$ cat src/common/fcs_pkg.sv
// Package for the flash command sequencer host controller.
// Assumes a 250 MHz clock and an APB slave for the controller's own registers.
package fcs_pkg;
  localparam int CLK_MHZ = 250;
  localparam int ID_PAUSE_US = 10;
  localparam int LOCK_PAUSE_MS = 10;
  localparam int BYTE_GAP_NS = 200;
  localparam int ID_PAUSE_CYC = ID_PAUSE_US * CLK_MHZ;
  localparam int LOCK_PAUSE_CYC = LOCK_PAUSE_MS * 1000 * CLK_MHZ;
  localparam int BYTE_GAP_CYC = (BYTE_GAP_NS * CLK_MHZ + 999) / 1000;
  localparam int STROBE_CYC = 32'h0000_0020;
  localparam logic [17:0] CMD_ADDR_A = 18'h0_5555;
  localparam logic [17:0] CMD_ADDR_B = 18'h0_2AAA;
  localparam logic [7:0] D_AA = 8'hAA;
  localparam logic [7:0] D_55 = 8'h55;
  localparam logic [7:0] D_80 = 8'h80;
  localparam logic [7:0] D_ID6 = 8'h60;
  localparam logic [7:0] D_ID3 = 8'h90;
  localparam logic [7:0] D_EXIT = 8'hF0;
  localparam logic [7:0] D_PROT_ON = 8'hA0;
  localparam logic [7:0] D_PROT_OFF = 8'h20;
  localparam logic [7:0] D_ERASE = 8'h10;
  localparam logic [7:0] D_LOCK = 8'h40;
  localparam logic [17:0] LOCK_FIRST_ADDR = 18'h0_0000;
  localparam logic [17:0] LOCK_LAST_ADDR = 18'h3_FFFF;
  localparam logic [7:0] LOCK_FIRST_DATA = 8'h00;
  localparam logic [7:0] LOCK_LAST_DATA = 8'hFF;
  localparam logic [17:0] ID_MAKER_ADDR = 18'h0_0000;
  localparam logic [17:0] ID_DEV_ADDR = 18'h0_0001;
  localparam logic [17:0] ID_LOCK_FIRST = 18'h0_0002;
  localparam logic [17:0] ID_LOCK_LAST = 18'h3_FFF2;
  // Controller register map, byte addresses
  localparam logic [7:0] REG_CMD = 8'h00;
  localparam logic [7:0] REG_ADDR = 8'h04;
  localparam logic [7:0] REG_WDATA = 8'h08;
  localparam logic [7:0] REG_STATUS = 8'h0C;
  localparam logic [7:0] REG_RDATA = 8'h10;
  // Command codes written to REG_CMD
  typedef enum logic [3:0] {
    FCS_OP_NONE, FCS_OP_READ, FCS_OP_PROG, FCS_OP_ID_ENTER6, FCS_OP_ID_ENTER3,
    FCS_OP_ID_EXIT, FCS_OP_PROT_OFF, FCS_OP_ERASE, FCS_OP_LOCK_FIRST,
    FCS_OP_LOCK_LAST, FCS_OP_POLL, FCS_OP_HW_ID
  } fcs_op_t;
endpackage : fcs_pkg

$ cat src/common/fcs_cyc_if.sv
// Carrier between the sequencer and its flash bus cycle engine.
// Assumes one clock; a request stands until done pulses.
`timescale 1ns/1ns
interface fcs_cyc_if;
  logic req;
  logic wr;
  logic hv;
  logic [17:0] addr;
  logic [7:0] wdata;
  logic done;
  logic [7:0] rdata;
  modport seq (output req, output wr, output hv, output addr, output wdata,
    input done, input rdata);
  modport eng (input req, input wr, input hv, input addr, input wdata,
    output done, output rdata);
endinterface : fcs_cyc_if

$ cat src/design/fcs_cycle.sv
// Flash bus cycle engine: one read or one write strobe per request.
// Assumes the flash data pins are sampled synchronously to clk.
`timescale 1ns/1ns
module fcs_cycle (
  input wire logic clk,
  input wire logic reset_n,
  input wire logic ce,
  fcs_cyc_if.eng cyc,
  output logic chip_sel_n_q,
  output logic out_en_n_q,
  output logic wr_en_n_q,
  output logic id_high_voltage_line_q,
  output logic [17:0] addr_q,
  output logic [7:0] dq_out_q,
  output logic dq_oe_q,
  input wire logic [7:0] dq_in
);
  import fcs_pkg::*;
  typedef enum logic [1:0] {FCS_C_IDLE, FCS_C_STROBE, FCS_C_GAP, FCS_C_DONE} fcs_cst_t;
  fcs_cst_t st_q, st_d;
  logic [7:0] cnt_q, cnt_d;
  logic [7:0] rd_q, rd_d;
  logic cs_d, oe_d, we_d, hv_d, doe_d;
  logic [17:0] a_d;
  logic [7:0] do_d;

  // Strobe length is a fixed count, long enough for the slowest access time
  always_comb begin
    st_d = st_q;
    cnt_d = cnt_q;
    rd_d = rd_q;
    cs_d = chip_sel_n_q;
    oe_d = out_en_n_q;
    we_d = wr_en_n_q;
    hv_d = id_high_voltage_line_q;
    a_d = addr_q;
    do_d = dq_out_q;
    doe_d = dq_oe_q;
    case (st_q)
      FCS_C_IDLE: begin
        if (cyc.req) begin
          st_d = FCS_C_STROBE;
          cnt_d = 8'(STROBE_CYC);
          a_d = cyc.addr;
          do_d = cyc.wdata;
          doe_d = cyc.wr;
          cs_d = 1'b0;
          oe_d = cyc.wr;
          we_d = ~cyc.wr;
          hv_d = cyc.hv;
        end
      end
      FCS_C_STROBE: begin
        cnt_d = cnt_q - 8'h01;
        if (cnt_q == 8'h00) begin
          rd_d = dq_in;
          cs_d = 1'b1;
          oe_d = 1'b1;
          we_d = 1'b1;
          cnt_d = 8'(BYTE_GAP_CYC);
          st_d = FCS_C_GAP;
        end
      end
      // Strobes rest high between bytes, else write-high and toggle-read recovery are too short
      FCS_C_GAP: begin
        cnt_d = cnt_q - 8'h01;
        if (cnt_q == 8'h00) begin
          st_d = FCS_C_DONE;
        end
      end
      FCS_C_DONE: begin
        // Data and high voltage dropped after strobe rise gives hold time
        doe_d = 1'b0;
        hv_d = 1'b0;
        st_d = FCS_C_IDLE;
      end
      default: st_d = FCS_C_IDLE;
    endcase
  end

  // State registers, frozen while ce is low
  always_ff @(posedge clk) begin
    if (!reset_n) begin
      st_q <= FCS_C_IDLE;
      cnt_q <= 8'h00;
      rd_q <= 8'h00;
      chip_sel_n_q <= 1'b1;
      out_en_n_q <= 1'b1;
      wr_en_n_q <= 1'b1;
      id_high_voltage_line_q <= 1'b0;
      addr_q <= 18'h0_0000;
      dq_out_q <= 8'h00;
      dq_oe_q <= 1'b0;
    end else if (ce) begin
      st_q <= st_d;
      cnt_q <= cnt_d;
      rd_q <= rd_d;
      chip_sel_n_q <= cs_d;
      out_en_n_q <= oe_d;
      wr_en_n_q <= we_d;
      id_high_voltage_line_q <= hv_d;
      addr_q <= a_d;
      dq_out_q <= do_d;
      dq_oe_q <= doe_d;
    end
  end

  assign cyc.done = (st_q == FCS_C_DONE);
  assign cyc.rdata = rd_q;
endmodule : fcs_cycle

$ cat src/design/fcs_apb.sv
// APB slave holding the controller's own command, address, data registers.
// Assumes the sequencer reports busy, identification mode, protection, error and read data.
`timescale 1ns/1ns
module fcs_apb (
  input wire logic clk,
  input wire logic reset_n,
  input wire logic ce,
  input wire logic psel,
  input wire logic penable,
  input wire logic pwrite,
  input wire logic [7:0] paddr,
  input wire logic [31:0] pwdata,
  output logic [31:0] prdata_q,
  output logic pslverr_q,
  output logic cmd_go,
  output logic [3:0] cmd_op,
  output logic [17:0] cmd_addr,
  output logic [7:0] cmd_wdata,
  input wire logic [7:0] status,
  input wire logic [7:0] rdata
);
  import fcs_pkg::*;
  logic [3:0] op_q, op_d;
  logic [17:0] a_q, a_d;
  logic [7:0] w_q, w_d;
  logic [31:0] pr_d;
  logic err_d, acc;

  // Zero wait state slave: pready is a register at the top, set high once out of reset while ce is high
  always_comb begin
    acc = psel && penable;
    op_d = op_q;
    a_d = a_q;
    w_d = w_q;
    pr_d = prdata_q;
    err_d = 1'b0;
    if (psel && !penable) begin
      case (paddr)
        REG_CMD: pr_d = {28'h000_0000, op_q};
        REG_ADDR: pr_d = {14'h0000, a_q};
        REG_WDATA: pr_d = {24'h00_0000, w_q};
        REG_STATUS: pr_d = {24'h00_0000, status};
        REG_RDATA: pr_d = {24'h00_0000, rdata};
        default: pr_d = 32'h0000_0000;
      endcase
      // Error registered in setup so it stands at the access edge with pready
      err_d = !(paddr == REG_CMD || paddr == REG_ADDR || paddr == REG_WDATA ||
        paddr == REG_STATUS || paddr == REG_RDATA);
    end
    if (acc) begin
      if (pwrite && paddr == REG_CMD) op_d = pwdata[3:0];
      if (pwrite && paddr == REG_ADDR) a_d = pwdata[17:0];
      if (pwrite && paddr == REG_WDATA) w_d = pwdata[7:0];
    end
  end

  // Register file, frozen while ce is low
  always_ff @(posedge clk) begin
    if (!reset_n) begin
      op_q <= 4'h0;
      a_q <= 18'h0_0000;
      w_q <= 8'h00;
      prdata_q <= 32'h0000_0000;
      pslverr_q <= 1'b0;
    end else if (ce) begin
      op_q <= op_d;
      a_q <= a_d;
      w_q <= w_d;
      prdata_q <= pr_d;
      pslverr_q <= err_d;
    end
  end

  // Command write starts an operation in the same access edge
  assign cmd_go = ce && psel && penable && pwrite && paddr == REG_CMD;
  assign cmd_op = pwdata[3:0];
  assign cmd_addr = a_q;
  assign cmd_wdata = w_q;
endmodule : fcs_apb

$ cat src/design/fcs_ctrl.sv
// Host controller for a byte-wide parallel flash: issues command sequences,
// identification reads, programming and end-of-write polling.
// Assumes flash pins are synchronous to clk and an APB master drives software.
`timescale 1ns/1ns
module fcs_ctrl #(
  parameter int LOCK_WAIT = fcs_pkg::LOCK_PAUSE_CYC
) (
  input wire logic clk,
  input wire logic reset_n,
  input wire logic ce,
  input wire logic psel,
  input wire logic penable,
  input wire logic pwrite,
  input wire logic [7:0] paddr,
  input wire logic [31:0] pwdata,
  output logic [31:0] prdata,
  output logic pready,
  output logic pslverr,
  output logic chip_sel_n,
  output logic out_en_n,
  output logic wr_en_n,
  output logic id_high_voltage_line,
  output logic [17:0] flash_addr,
  output logic [7:0] dq_out,
  output logic dq_oe,
  input wire logic [7:0] dq_in
);
  import fcs_pkg::*;
  typedef enum logic [2:0] {
    FCS_S_IDLE, FCS_S_SEQ, FCS_S_WAIT, FCS_S_POLL, FCS_S_PAUSE
  } fcs_state_t;

  fcs_cyc_if cyc ();
  logic cmd_go;
  logic [3:0] cmd_op;
  logic [17:0] cmd_addr;
  logic [7:0] cmd_wdata;
  logic [7:0] status, rdata_q, rdata_d;
  fcs_state_t st_q, st_d;
  logic [3:0] op_q, op_d;
  logic [2:0] idx_q, idx_d;
  logic [31:0] cnt_q, cnt_d;
  logic [7:0] prev_q, prev_d;
  logic first_q, first_d;
  logic req_q, req_d, wr_q, wr_d, hv_q, hv_d;
  logic [17:0] ca_q, ca_d, ua_q, ua_d;
  logic [7:0] cw_q, cw_d, uw_q, uw_d;
  logic id_mode_q, id_mode_d, prot_q, prot_d, err_q, err_d;
  logic [2:0] len;

  // Number of writes in each command, including trailing byte where present
  function automatic logic [2:0] seq_len(input logic [3:0] op);
    case (fcs_op_t'(op))
      FCS_OP_PROG: seq_len = 3'd4;
      // short entry offered, the preferred form for software
      FCS_OP_ID_ENTER3, FCS_OP_ID_EXIT: seq_len = 3'd3;
      FCS_OP_LOCK_FIRST, FCS_OP_LOCK_LAST: seq_len = 3'd7;
      FCS_OP_ID_ENTER6, FCS_OP_PROT_OFF, FCS_OP_ERASE: seq_len = 3'd6;
      default: seq_len = 3'd0;
    endcase
  endfunction : seq_len

  // Address of write number i; unlock writes 1 and 4 go to the second address
  function automatic logic [17:0] seq_addr(input logic [3:0] op, input logic [2:0] i,
      input logic [17:0] ua);
    if (i == 3'd6)
      seq_addr = (fcs_op_t'(op) == FCS_OP_LOCK_LAST) ? LOCK_LAST_ADDR : LOCK_FIRST_ADDR;
    else if (fcs_op_t'(op) == FCS_OP_PROG && i == 3'd3)
      seq_addr = ua;
    else
      seq_addr = (i == 3'd1 || i == 3'd4) ? CMD_ADDR_B : CMD_ADDR_A;
  endfunction : seq_addr

  // Data of write number i for command op
  function automatic logic [7:0] seq_data(input logic [3:0] op, input logic [2:0] i,
      input logic [7:0] uw);
    case (i)
      3'd0, 3'd3: seq_data = D_AA;
      3'd1, 3'd4: seq_data = D_55;
      default: seq_data = 8'h00;
    endcase
    if (i == 3'd2) begin
      case (fcs_op_t'(op))
        FCS_OP_ID_ENTER3: seq_data = D_ID3;
        FCS_OP_ID_EXIT: seq_data = D_EXIT;
        FCS_OP_PROG: seq_data = D_PROT_ON;
        default: seq_data = D_80;
      endcase
    end
    if (fcs_op_t'(op) == FCS_OP_PROG && i == 3'd3) seq_data = uw;
    if (i == 3'd5) begin
      case (fcs_op_t'(op))
        FCS_OP_ID_ENTER6: seq_data = D_ID6;
        FCS_OP_PROT_OFF: seq_data = D_PROT_OFF;
        FCS_OP_ERASE: seq_data = D_ERASE;
        default: seq_data = D_LOCK;
      endcase
    end
    if (i == 3'd6)
      seq_data = (fcs_op_t'(op) == FCS_OP_LOCK_LAST) ? LOCK_LAST_DATA : LOCK_FIRST_DATA;
  endfunction : seq_data

  fcs_apb u_apb (
    .clk(clk), .reset_n(reset_n), .ce(ce),
    .psel(psel), .penable(penable), .pwrite(pwrite), .paddr(paddr), .pwdata(pwdata),
    .prdata_q(prdata), .pslverr_q(pslverr),
    .cmd_go(cmd_go), .cmd_op(cmd_op), .cmd_addr(cmd_addr), .cmd_wdata(cmd_wdata),
    .status(status), .rdata(rdata_q)
  );

  fcs_cycle u_cycle (
    .clk(clk), .reset_n(reset_n), .ce(ce), .cyc(cyc.eng),
    .chip_sel_n_q(chip_sel_n), .out_en_n_q(out_en_n), .wr_en_n_q(wr_en_n),
    .id_high_voltage_line_q(id_high_voltage_line), .addr_q(flash_addr),
    .dq_out_q(dq_out), .dq_oe_q(dq_oe), .dq_in(dq_in)
  );

  assign cyc.req = req_q;
  assign cyc.wr = wr_q;
  assign cyc.hv = hv_q;
  assign cyc.addr = ca_q;
  assign cyc.wdata = cw_q;
  assign status = {3'b000, err_q, prot_q, id_mode_q, 1'b0, st_q != FCS_S_IDLE};
  assign len = seq_len(op_q);

  // Sequencer: issue writes, then poll or pause; single reads wait for their cycle
  always_comb begin
    st_d = st_q;
    op_d = op_q;
    idx_d = idx_q;
    cnt_d = cnt_q;
    prev_d = prev_q;
    first_d = first_q;
    req_d = req_q;
    wr_d = wr_q;
    hv_d = hv_q;
    ca_d = ca_q;
    cw_d = cw_q;
    ua_d = ua_q;
    uw_d = uw_q;
    rdata_d = rdata_q;
    id_mode_d = id_mode_q;
    prot_d = prot_q;
    err_d = err_q;
    case (st_q)
      FCS_S_IDLE: begin
        if (cmd_go) begin
          op_d = cmd_op;
          ua_d = cmd_addr;
          uw_d = cmd_wdata;
          idx_d = 3'd0;
          err_d = 1'b0;
          req_d = 1'b1;
          hv_d = 1'b0;
          first_d = 1'b1;
          if (fcs_op_t'(cmd_op) == FCS_OP_READ || fcs_op_t'(cmd_op) == FCS_OP_POLL ||
              fcs_op_t'(cmd_op) == FCS_OP_HW_ID) begin
            wr_d = 1'b0;
            ca_d = cmd_addr;
            hv_d = fcs_op_t'(cmd_op) == FCS_OP_HW_ID;
            st_d = (fcs_op_t'(cmd_op) == FCS_OP_POLL) ? FCS_S_POLL : FCS_S_WAIT;
          end else if (seq_len(cmd_op) != 3'd0) begin
            // low fifteen bits carry the command address
            wr_d = 1'b1;
            ca_d = seq_addr(cmd_op, 3'd0, cmd_addr);
            cw_d = seq_data(cmd_op, 3'd0, cmd_wdata);
            st_d = FCS_S_SEQ;
          end else begin
            req_d = 1'b0;
            err_d = 1'b1;
          end
        end
      end
      FCS_S_SEQ: begin
        if (cyc.done) begin
          if (idx_q + 3'd1 == len) begin
            req_d = 1'b0;
            cnt_d = 32'h0000_0000;
            if (fcs_op_t'(op_q) == FCS_OP_ID_ENTER6 || fcs_op_t'(op_q) == FCS_OP_ID_ENTER3)
              id_mode_d = 1'b1;
            if (fcs_op_t'(op_q) == FCS_OP_ID_EXIT)
              id_mode_d = 1'b0;
            if (fcs_op_t'(op_q) == FCS_OP_PROG) prot_d = 1'b1;
            if (fcs_op_t'(op_q) == FCS_OP_PROT_OFF) prot_d = 1'b0;
            // Program, erase and protection off finish by toggle polling of the device
            if (fcs_op_t'(op_q) == FCS_OP_PROG || fcs_op_t'(op_q) == FCS_OP_ERASE ||
                fcs_op_t'(op_q) == FCS_OP_PROT_OFF) begin
              ca_d = ua_q;
              wr_d = 1'b0;
              req_d = 1'b1;
              st_d = FCS_S_POLL;
            end else begin
              st_d = FCS_S_PAUSE;
            end
          end else begin
            idx_d = idx_q + 3'd1;
            ca_d = seq_addr(op_q, idx_q + 3'd1, ua_q);
            cw_d = seq_data(op_q, idx_q + 3'd1, uw_q);
          end
        end
      end
      FCS_S_WAIT: begin
        if (cyc.done) begin
          req_d = 1'b0;
          rdata_d = cyc.rdata;
          st_d = FCS_S_IDLE;
        end
      end
      FCS_S_POLL: begin
        // compare toggle bit of successive reads
        if (cyc.done) begin
          rdata_d = cyc.rdata;
          prev_d = cyc.rdata;
          first_d = 1'b0;
          // two reads with the same toggle bit mean the cycle has ended
          if (!first_q && cyc.rdata[6] == prev_q[6]) begin
            req_d = 1'b0;
            st_d = FCS_S_IDLE;
          end
        end
      end
      FCS_S_PAUSE: begin
        cnt_d = cnt_q + 32'h0000_0001;
        // long pause after lockout, short after identification commands
        if (cnt_q + 32'h0000_0001 >= ((fcs_op_t'(op_q) == FCS_OP_LOCK_FIRST ||
            fcs_op_t'(op_q) == FCS_OP_LOCK_LAST) ? 32'(LOCK_WAIT) : 32'(ID_PAUSE_CYC)))
          st_d = FCS_S_IDLE;
      end
      default: st_d = FCS_S_IDLE;
    endcase
  end

  // Sequencer registers; protection assumed on after reset as shipped
  always_ff @(posedge clk) begin
    if (!reset_n) begin
      st_q <= FCS_S_IDLE;
      op_q <= 4'h0;
      idx_q <= 3'd0;
      cnt_q <= 32'h0000_0000;
      prev_q <= 8'h00;
      first_q <= 1'b1;
      req_q <= 1'b0;
      wr_q <= 1'b0;
      hv_q <= 1'b0;
      ca_q <= 18'h0_0000;
      cw_q <= 8'h00;
      ua_q <= 18'h0_0000;
      uw_q <= 8'h00;
      rdata_q <= 8'h00;
      id_mode_q <= 1'b0;
      prot_q <= 1'b1;
      err_q <= 1'b0;
      pready <= 1'b0;
    end else if (ce) begin
      st_q <= st_d;
      op_q <= op_d;
      idx_q <= idx_d;
      cnt_q <= cnt_d;
      prev_q <= prev_d;
      first_q <= first_d;
      req_q <= req_d;
      wr_q <= wr_d;
      hv_q <= hv_d;
      ca_q <= ca_d;
      cw_q <= cw_d;
      ua_q <= ua_d;
      uw_q <= uw_d;
      rdata_q <= rdata_d;
      id_mode_q <= id_mode_d;
      prot_q <= prot_d;
      err_q <= err_d;
      pready <= 1'b1;
    end
  end
endmodule : fcs_ctrl

$ cat config.mk
export PLATFORM = sky130hd
export DESIGN_NAME = fcs_ctrl
export DESIGN_NICKNAME = d
export VERILOG_FILES = /design/src/common/fcs_pkg.sv /design/src/common/fcs_cyc_if.sv /design/src/design/fcs_cycle.sv /design/src/design/fcs_apb.sv /design/src/design/fcs_ctrl.sv
export SDC_FILE = /design/constraint.sdc
export NUM_CORES = 1
export LEC_CHECK = 0
export BUFFER_PORTS_ARGS = -buffer_cell sky130_fd_sc_hd__buf_2
export CORE_MARGIN = 2
export CORE_UTILIZATION = 40
export DETAILED_ROUTE_END_ITERATION = 12
export PLACE_DENSITY = 0.69
export SYNTH_ARGS = -nofsm -noshare
export SYNTH_HDL_FRONTEND = slang
export SYNTH_SLANG_ARGS = --single-unit
$ cat constraint.sdc
create_clock -name clk -period 4.89 [get_ports clk]
set_input_delay 0.2445 -clock clk [delete_from_list [all_inputs] [get_ports clk]]
set_output_delay 0.2445 -clock clk [all_outputs]
set_load 0.03 [all_outputs]
* Word-level counts from Yosys, hierarchy flattened *
Memories as Yosys holds them, arrays and structs flattened. A register that Yosys moved wholly into a read port is not among the register bits.
Index checks and enable logic that the tools add are counted.

storage, ports and cells
  bits in registers = 229
  memory bits (read-only) = 96
  input bits = 54
  output and inout port bits = 65
  logic and storage cells = 248
  memories kept = 2

memory list
  memory           words  bits a word  rd ports  clocked after Yosys merged registers in  write ports  line            source
  (no name shown)  16     3            1         0                                        0            fcs_ctrl.sv:53  case (fcs_op_t'(op))
  (no name shown)  16     3            1         1                                        0            fcs_ctrl.sv:53

cells by class
  $add $sub $neg = 3
  magnitude comparators = 1
  equality and inequality tests = 46
  muxes and demuxes = 95
  bitwise logic cells = 1
  reduce and logical (&&, ||, !) cells = 67

operators with widths
  cell                                                                    number
  18-bit 2-to-1 mux                                                       9
  8-bit 2-to-1 mux                                                        12
  18-bit case mux with 5 select lines                                     1
  32-bit 2-to-1 mux                                                       2
  32-bit case mux with 2 select lines                                     1
  3-bit 2-to-1 mux                                                        16
  7-bit case mux with 3 select lines                                      2
  18-bit case mux with 2 select lines                                     1
  32-bit by 1-bit adder with 32-bit output (second input constant)        1
  32-bit by 22-bit >= comparator with 1-bit output                        1
  8-bit case mux with 2 select lines                                      2
  1-bit 2-to-1 mux                                                        30
  3-bit AND reduction                                                     10
  2-bit inequality test (second input constant)                           12
  8-bit case mux with 3 select lines                                      1
  22-bit 2-to-1 mux                                                       1
  4-bit by 3-bit equality test with 1-bit output (second input constant)  4
  4-bit equality test (second input constant)                             4
  8-bit by 4-bit equality test with 1-bit output (second input constant)  2
  8-bit zero test                                                         2
  4-bit AND reduction                                                     4
  15-bit 2-to-1 mux                                                       1
  3-bit case mux with 5 select lines                                      1
  5-bit AND reduction                                                     3
  36 further kinds                                                        90

* Logic depth before layout (Yosys ltp) *
Gate-level depths: netlist of the first run.

  depth after elaboration = 11
  depth in mapped cells = 16
  mapped depth without buffers = 14

* Modules after synthesis *
A second synthesis of the first run with hierarchy kept.

unflattened totals
  cells, all modules = 1364
  area total of the unflattened synthesis = 10909.2 um2

by module, submodules not included
  module     times used  cells each  area each (um2)  sequential area each (um2)
  fcs_ctrl   1           842         6274.8           2282.2
  fcs_apb    1           267         2446.1           980.9
  fcs_cycle  1           255         2188.3           980.9

* Worst setup path before layout of the first run *
OpenSTA, ideal clock, no wires.

  path kind = flip-flop to flip-flop
  start point = register cnt_q[0]
  end point = register st_q[0]
  setup time = 117 ps
  arrival = 3263 ps
  required time = 4773 ps
  setup slack = 1510 ps
  stages on the path, launching flop included = 14
  buffers on the path = 2
  clock period less this slack = 3380 ps
  cell sequence = dfxtp_1 ha_1 buf_2 and4_1 buf_2 nand3_1 nor4_1 xor2_1 ha_1 a2111oi_1 o32ai_1 a2111oi_2 a211oi_2 a32o_1

on the way
  longest elaborated chain between the ends = 4

RTL lines
  element                                           line             source
  start: declaration                                fcs_ctrl.sv:42   logic [31:0] cnt_q, cnt_d;
  start signal: assignment                          fcs_ctrl.sv:258  cnt_q <= cnt_d;
  32-bit by 1-bit adder with 32-bit output          fcs_ctrl.sv:225  if (cnt_q + 32'h0000_0001 >= ((fcs_op_t'(op_q) == FCS_OP_LOCK_FIRST ||
  32-bit by 22-bit >= comparator with 1-bit output  fcs_ctrl.sv:225
  2-bit inequality test (no line)                   -
  9-bit AND reduction (no line)                     -
  end signal: assignment                            fcs_ctrl.sv:255  st_q <= st_d;
  end: declaration                                  fcs_ctrl.sv:39   fcs_state_t st_q, st_d;

Every way passes these cells.
A chain may end at the register's enable or synchronous reset.

* Worst setup path in the final report of the first run *
Same ends and word-level chain as after synthesis.

==> impl_metrics.env, run 1 <==
export IMPL_cap_violations=0
export IMPL_cts_tree="done"
export IMPL_portBuffers=90
export IMPL_synth_commonest_cells="nand2_1, dfxtp_1, a21oi_1, nor2_1, clkbuf_1"
export IMPL_hpwl_um=18580
export IMPL_route_met3_wl_um=1572
export IMPL_post_synth_top_count_cell="nand2_1"
export IMPL_max_vdd_ir_drop_mv=0.2306
export IMPL_fin_setup_tns_ns=0
export IMPL_grt_pass1_wl_um=44990
export IMPL_wirelength_um=27340
export IMPL_ant_nets=0
export IMPL_hold_path_class="in2reg"
export IMPL_ys_types=84
export IMPL_place_gp_congestion=0.9170
export IMPL_syn_area_um2=10480
export IMPL_synth_top_area_share=0.4051
export IMPL_grt_pass1_vias=8799
export IMPL_via_per_inst=5.564
export IMPL_yosys_top_cells_area="dfxtp_1, nand2_1, a21oi_1"
export IMPL_die_h_um=165.8
export IMPL_antenna_found_initial=0
export IMPL_grt_usage=0.1913
export IMPL_area_growth_pct=14.03
export IMPL_synthArstFlopShare=0
export IMPL_antennaDiodeCount=0
export IMPL_start_util=0.4043
export IMPL_rows=59
export IMPL_final_util=0.4611
export IMPL_pin_count=119
export IMPL_setup_viol=0
export IMPL_tightest_slew_ns=1.191
export IMPL_wl_met1_um=13580
export IMPL_skew_ns=0.01100
export IMPL_multi_input_area_um2=5714
export IMPL_dieArea_um2=27500
export IMPL_vias=9748
export IMPL_fp_dieW_um=165.8
export IMPL_clockBufferDepth=3
export IMPL_clock_latency_ns=0.52
export IMPL_power_w=0.003575
export IMPL_cts_sinks=212
export IMPL_cp_start_kind="register"
export IMPL_yosys_area_top_type="dfxtp_1"
export IMPL_avgSynthCellArea_um2=7.726
export IMPL_firstDrtPassIters=5
export IMPL_min_period_ns=3.990
export IMPL_slew_headroom=0.2018
export IMPL_overflow=0
export IMPL_coreArea_um2=25910
export IMPL_regArea_um2=4244
export IMPL_critical_path_max_fanout=8
export IMPL_status="complete, no violations"
export IMPL_dr_wl_met2_um=11780
export IMPL_critPathCaptureType="register"
export IMPL_detail_route_drc_violations=0
export IMPL_slew_viol_final=0
export IMPL_p_leak_nw=4.387
export IMPL_synth_edff_count=0
export IMPL_post_cts_resized=0
export IMPL_drive_gt1_frac=0.1080
export IMPL_synth_seq_cells=212
export IMPL_grt_max_degree=122
export IMPL_max_freq_mhz=250.7
export IMPL_cts_root_buf="clkbuf_16"
export IMPL_syn_inst=1356
export IMPL_r2r_slack_ns=0.90
export IMPL_worstPathArrival_ns=4.40
export IMPL_rsz0062_at_grt="false"
export IMPL_hold_slack_ns=0.04713
export IMPL_wl_per_cell_um=15.60
export IMPL_finalNetCount=1476
export IMPL_htreeDepth=1
export IMPL_top_layer="met4"
export IMPL_post_route_period_util=0.8159
export IMPL_cts_clk_slew_worst_paths_ns=0.06
export IMPL_hold_violations=0
export IMPL_power_density_nw_per_um2=299.2
export IMPL_critPathRequiredTime_ns=5.30
export IMPL_yosysWarnings=0
export IMPL_ys_flop_type="dfxtp_1"
export IMPL_fillers=2518
export IMPL_path_class="reg2reg"
export IMPL_ys_seq_area_frac=0.4051
export IMPL_cts_buffers=23
export IMPL_drtIter0Drc=778
-- layout make-up --
type | count | area share
clock buffer | 35 | 0.05781
clock inverter | 5 | 0.005446
inverter | 20 | 0.006493
multi-input combinational | 1026 | 0.4783
sequential | 212 | 0.3553
tap | 335 | 0.03509
timing repair buffer | 119 | 0.06158
-- worst max-delay path: stages (launching register included) --
cell and delay, ns:
dfxtp_1 0.43, ha_1 0.35, and4_1 0.43, nand3_1 0.32, nor4_1 0.41, xor2_1 0.23, ha_1 0.27, a2111oi_1 0.42
o32ai_1 0.15, a2111oi_2 0.49, a211oi_2 0.12, a32o_1 0.26
-- routing by layer --
layer / up-vias / GRT usage
met3: 29 / 0.02479
met1: 4569 / 0.2860
met5: - / 0
met4: 0 / 0.04386
met2: 317 / 0.2930
li1: 4833 / -
-- power by group --
| group | switching (W) | total (W) | internal [W] |
|---|---|---|---|
| clock | 0.000698 | 0.00173 | 0.00103 |
| combinational | 0.0000834 | 0.000119 | 0.0000354 |
| sequential | 0.00000112 | 0.00173 | 0.00173 |
| total | 0.000783 | 0.00357 | 0.00279 |
-- kinds of logic after synthesis --
kind of cell,share of synthesized area
simple gates,0.2519
buf+inv,0.05434
fa+ha+maj,0.02389
xor+xnor,0.02890
other cells,0.0003580
mux,0.02962
compound gates,0.2059
flops,0.4051
-- worst paths after layout --
kind | start | to | depth (start not counted)
worst max-delay path | cnt_q[0] | st_q[0] | 11
worst min-delay path | pwdata[0] | u_apb.op_q[0] | 3
worst max register to register | cnt_q[0] | st_q[0] | 11
worst min register to register | u_apb.prdata_q[16] | u_apb.prdata_q[16] | 2
-- stage by stage --
| step | instances | setup WS [ns] | cell area, um2 |
|---|---|---|---|
| global route | 1752 | 0.6443 | 11950 |
| floorplan | 1369 | 1.510 | 10530 |
| detailed placement | 1690 | 0.9363 | 10970 |
| CTS | 1752 | 0.9057 | 11950 |
| global placement | 1690 | 1.015 | 10970 |
| finish | 1752 | 0.9004 | 11950 |
-- layout by cell type, fill, tap and decap left out, types with 8 or more instances in the layout --
cell / Yosys / final
a211oi_1: 13 / 13
a21oi_1: 174 / 174
a311oi_1: 9 / 9
a31oi_1: 9 / 9
buf_2: 13 / 90
clkbuf_16: 0 / 23
conb_1: 1 / 14
dfxtp_1: 212 / 212
dlygate4sd3_1: 0 / 22
ha_1: 20 / 20
inv_1: 18 / 18
mux2i_1: 31 / 31
nand2_1: 250 / 250
nand3_1: 41 / 41
nand4_1: 8 / 8
nor2_1: 150 / 149
nor2b_1: 10 / 10
nor3_1: 27 / 27
nor4_1: 17 / 17
o2111ai_1: 8 / 8
o211a_1: 8 / 8
o21ai_0: 62 / 62
o21ai_1: 8 / 8
or3_1: 9 / 9
xnor2_1: 18 / 18
xor2_1: 14 / 14
-- sequential cells by signal, summed over array words and instances, names as in the netlist, 18 cells and up --
signal,count
ca_q,18
cnt_q,32
u_apb.cmd_addr,18
u_apb.prdata_q,18
u_cycle.addr_q,18
ua_q,18
-- what timing repair did --
action | in CTS | in global routing
endpoints found under the hold margin | 25 | 0
setup buffers | 0 | 0
hold buffers | 22 | 0
Note: power is estimated with default switching activity, not from simulation.
==> inputs of run 2 (changes only) <==
ABC_AREA = 1   (was unset)
PLACE_DENSITY = 0.71   (was 0.69)
clock period = 3.39 ns   (was 4.89 ns; I/O delays follow)
==> run 2 against run 1 <==
Net effect: count of clock-buffer cells in the layout did not move; register-to-register slack got worse by 0.43 ns; critical path depth rose by 2; synthesized cell count rose by 10%; worst setup slack got worse by 0.43 ns; global-route usage rose by 1.1 points; first-iteration DRC count rose by 1.4%; total power rose by 54%; sequential share of layout area fell by 0.62 points; utilization rose by 0.95 points; synthesized area fell by 0.43%; worst hold slack got worse by 0.033 ns.
==> impl_metrics.env, run 2 <==
export IMPL_cts_sinks=212
export IMPL_critical_path_max_fanout=36
export IMPL_power_w=0.005504
export IMPL_antenna_found_initial=0
export IMPL_critPathCaptureType="register"
export IMPL_ant_nets=0
export IMPL_critPathRequiredTime_ns=3.78
export IMPL_hold_slack_ns=0.01379
export IMPL_slew_viol_final=0
export IMPL_max_freq_mhz=342.6
export IMPL_rsz0062_at_grt="false"
export IMPL_skew_ns=0.01255
export IMPL_synthArstFlopShare=0
export IMPL_grt_max_degree=77
export IMPL_worstPathArrival_ns=3.31
export IMPL_avgSynthCellArea_um2=6.963
export IMPL_hp_start="paddr[3]"
export IMPL_clock_latency_ns=0.53
export IMPL_r2r_slack_ns=0.47
export IMPL_yosys_area_top_type="dfxtp_1"
export IMPL_htreeDepth=1
export IMPL_whs_path_depth=4
export IMPL_final_util=0.4706
export IMPL_area_growth_pct=16.55
export IMPL_rows=59
export IMPL_synth_edff_count=0
export IMPL_top_register="cnt_q"
export IMPL_fp_dieW_um=165.5
export IMPL_drtIter0Drc=789
export IMPL_wl_per_cell_um=14.57
export IMPL_antennaDiodeCount=0
export IMPL_start_util=0.4037
export IMPL_grt_pass1_vias=9161
export IMPL_ys_seq_area_frac=0.4069
export IMPL_synth_seq_cells=212
export IMPL_detail_route_drc_violations=0
export IMPL_crit_slowest_cell="dfxtp_1"
export IMPL_drive_gt1_frac=0.1295
export IMPL_largest_reg_flops=32
export IMPL_fillers=2602
export IMPL_cts_tree="done"
export IMPL_max_vdd_ir_drop_mv=0.3357
export IMPL_yosys_top_cells_area="dfxtp_1, nand2_1, o21ai_0"
export IMPL_status="complete, no violations"
export IMPL_critical_path_startpoint="idx_q[0]"
export IMPL_cts_buffers=25
export IMPL_syn_inst=1498
export IMPL_path_class="reg2reg"
export IMPL_fin_cells=1941
export IMPL_reg2reg_to="ca_q[6]"
export IMPL_firstDrtPassIters=6
export IMPL_cp_slowest_stage_delay_ns=0.45
export IMPL_cts_root_buf="clkbuf_16"
export IMPL_hpwl_um=19620
export IMPL_reg2reg_from="idx_q[0]"
export IMPL_cp_start_kind="register"
export IMPL_slew_headroom=0.1982
export IMPL_pin_count=119
export IMPL_ys_types=48
export IMPL_dp_cells=1874
export IMPL_die_h_um=165.5
export IMPL_post_route_period_util=0.8611
export IMPL_setup_viol=0
export IMPL_post_synth_top_count_cell="nand2_1"
export IMPL_post_cts_setup_buffer_count=0
export IMPL_layout_commonest_cell="nand2_1"
export IMPL_r2r_cells=13
export IMPL_tightest_slew_ns=1.203
export IMPL_synth_commonest_cells="nand2_1, dfxtp_1, nor2_1, o21ai_0, a21oi_1"
export IMPL_final_cell_mix="nand2_1, dfxtp_1, nor2_1"
export IMPL_ys_flop_type="dfxtp_1"
export IMPL_hold_violations=0
export IMPL_grt_pass1_wl_um=45530
export IMPL_synth_top_area_share=0.4069
export IMPL_vias=10060
export IMPL_place_gp_congestion=0.8931
export IMPL_dieArea_um2=27390
export IMPL_portBuffers=90
export IMPL_grt_usage=0.2024
export IMPL_via_per_inst=5.182
export IMPL_overflow=0
export IMPL_clockBufferDepth=3
export IMPL_path_cells="inv_1, ha_1, or2_2, a21oi_1, nand2_2, nor2_4, inv_2, nand2_1, nand2_1, nand3_1, inv_2, o21ai_0, a21oi_1"
export IMPL_p_leak_nw=5.055
export IMPL_syn_area_um2=10430
export IMPL_wirelength_um=28290
export IMPL_yosysWarnings=0
export IMPL_hold_path_class="in2reg"
export IMPL_finalNetCount=1663
export IMPL_hold_end="u_apb.prdata_q[0]"
export IMPL_fin_setup_tns_ns=0
export IMPL_power_density_nw_per_um2=452.7
export IMPL_min_period_ns=2.919
export IMPL_cts_clk_slew_worst_paths_ns=0.06
export IMPL_coreArea_um2=25840
export IMPL_cap_violations=0
[run 2: layer usage]
metal,wire length (um),global-route usage,vias up
li1,-,-,5115
met1,13710,0.2973,4614
met2,12380,0.3169,292
met3,1733,0.02398,38
met4,470,0.04663,0
met5,0,0,-
[run 2: cells by family after synthesis]
kind of cell             after synthesis  synth area share
adder cells (fa/ha/maj)               20           0.02399
XOR/XNOR                              23           0.02075
flip-flops                           212            0.4069
other                                  1         0.0003595
buffers and inverters                215           0.08648
AO/OA/AOI/OAI                        408            0.2055
AND/OR/NAND/NOR                      619            0.2561
[run 2: worst max-delay path by stage]
| stage | endpoint |
|---|---|
| 4_1_cts | ca_q[6] |
| 3_3_place_gp | ca_q[13] |
| 3_5_place_dp | ca_q[6] |
| 2_1_floorplan | st_q[1] |
| 5_1_grt | ca_q[6] |
| 6_report | ca_q[6] |
[run 2: final cells by class]
type / count / area (um2) / share of cell area
clock buffer: 35 / 733.2 / 0.06031
clock inverter: 9 / 110.1 / 0.009056
inverter: 140 / 525.5 / 0.04322
multi-input combinational: 1084 / 5345 / 0.4396
sequential: 212 / 4244 / 0.3491
tap: 335 / 419.2 / 0.03448
timing repair buffer: 126 / 780.7 / 0.06422
[run 2: timing repair]
| action | 4_1_cts | 5_1_grt |
|---|---|---|
| resized for setup | 0 | 0 |
| hold endpoints to repair | 27 | 0 |
| hold buffers | 23 | 0 |
[run 2: critical path: cells and delay by family, from the launching register on]
kind            cells  cell delay (ns)
simple gates        6             0.95
buf+inv             3             0.53
compound gates      3             0.49
flops               1             0.45
fa+ha+maj           1             0.35
[run 2: report_power, final]
group	switching, W	internal (W)
logic	0.000184	0.0000826
registers	0.0000120	0.00251
clock network	0.00105	0.00166
[run 2: metrics by stage]
stage / setup WS, ns / instance area [um2]
finish: 0.4710 / 12160
floorplan: 1.061 / 10480
global placement: 0.6010 / 11080
detailed placement: 0.5458 / 11080
CTS: 0.4815 / 12160
global route: 0.2194 / 12160
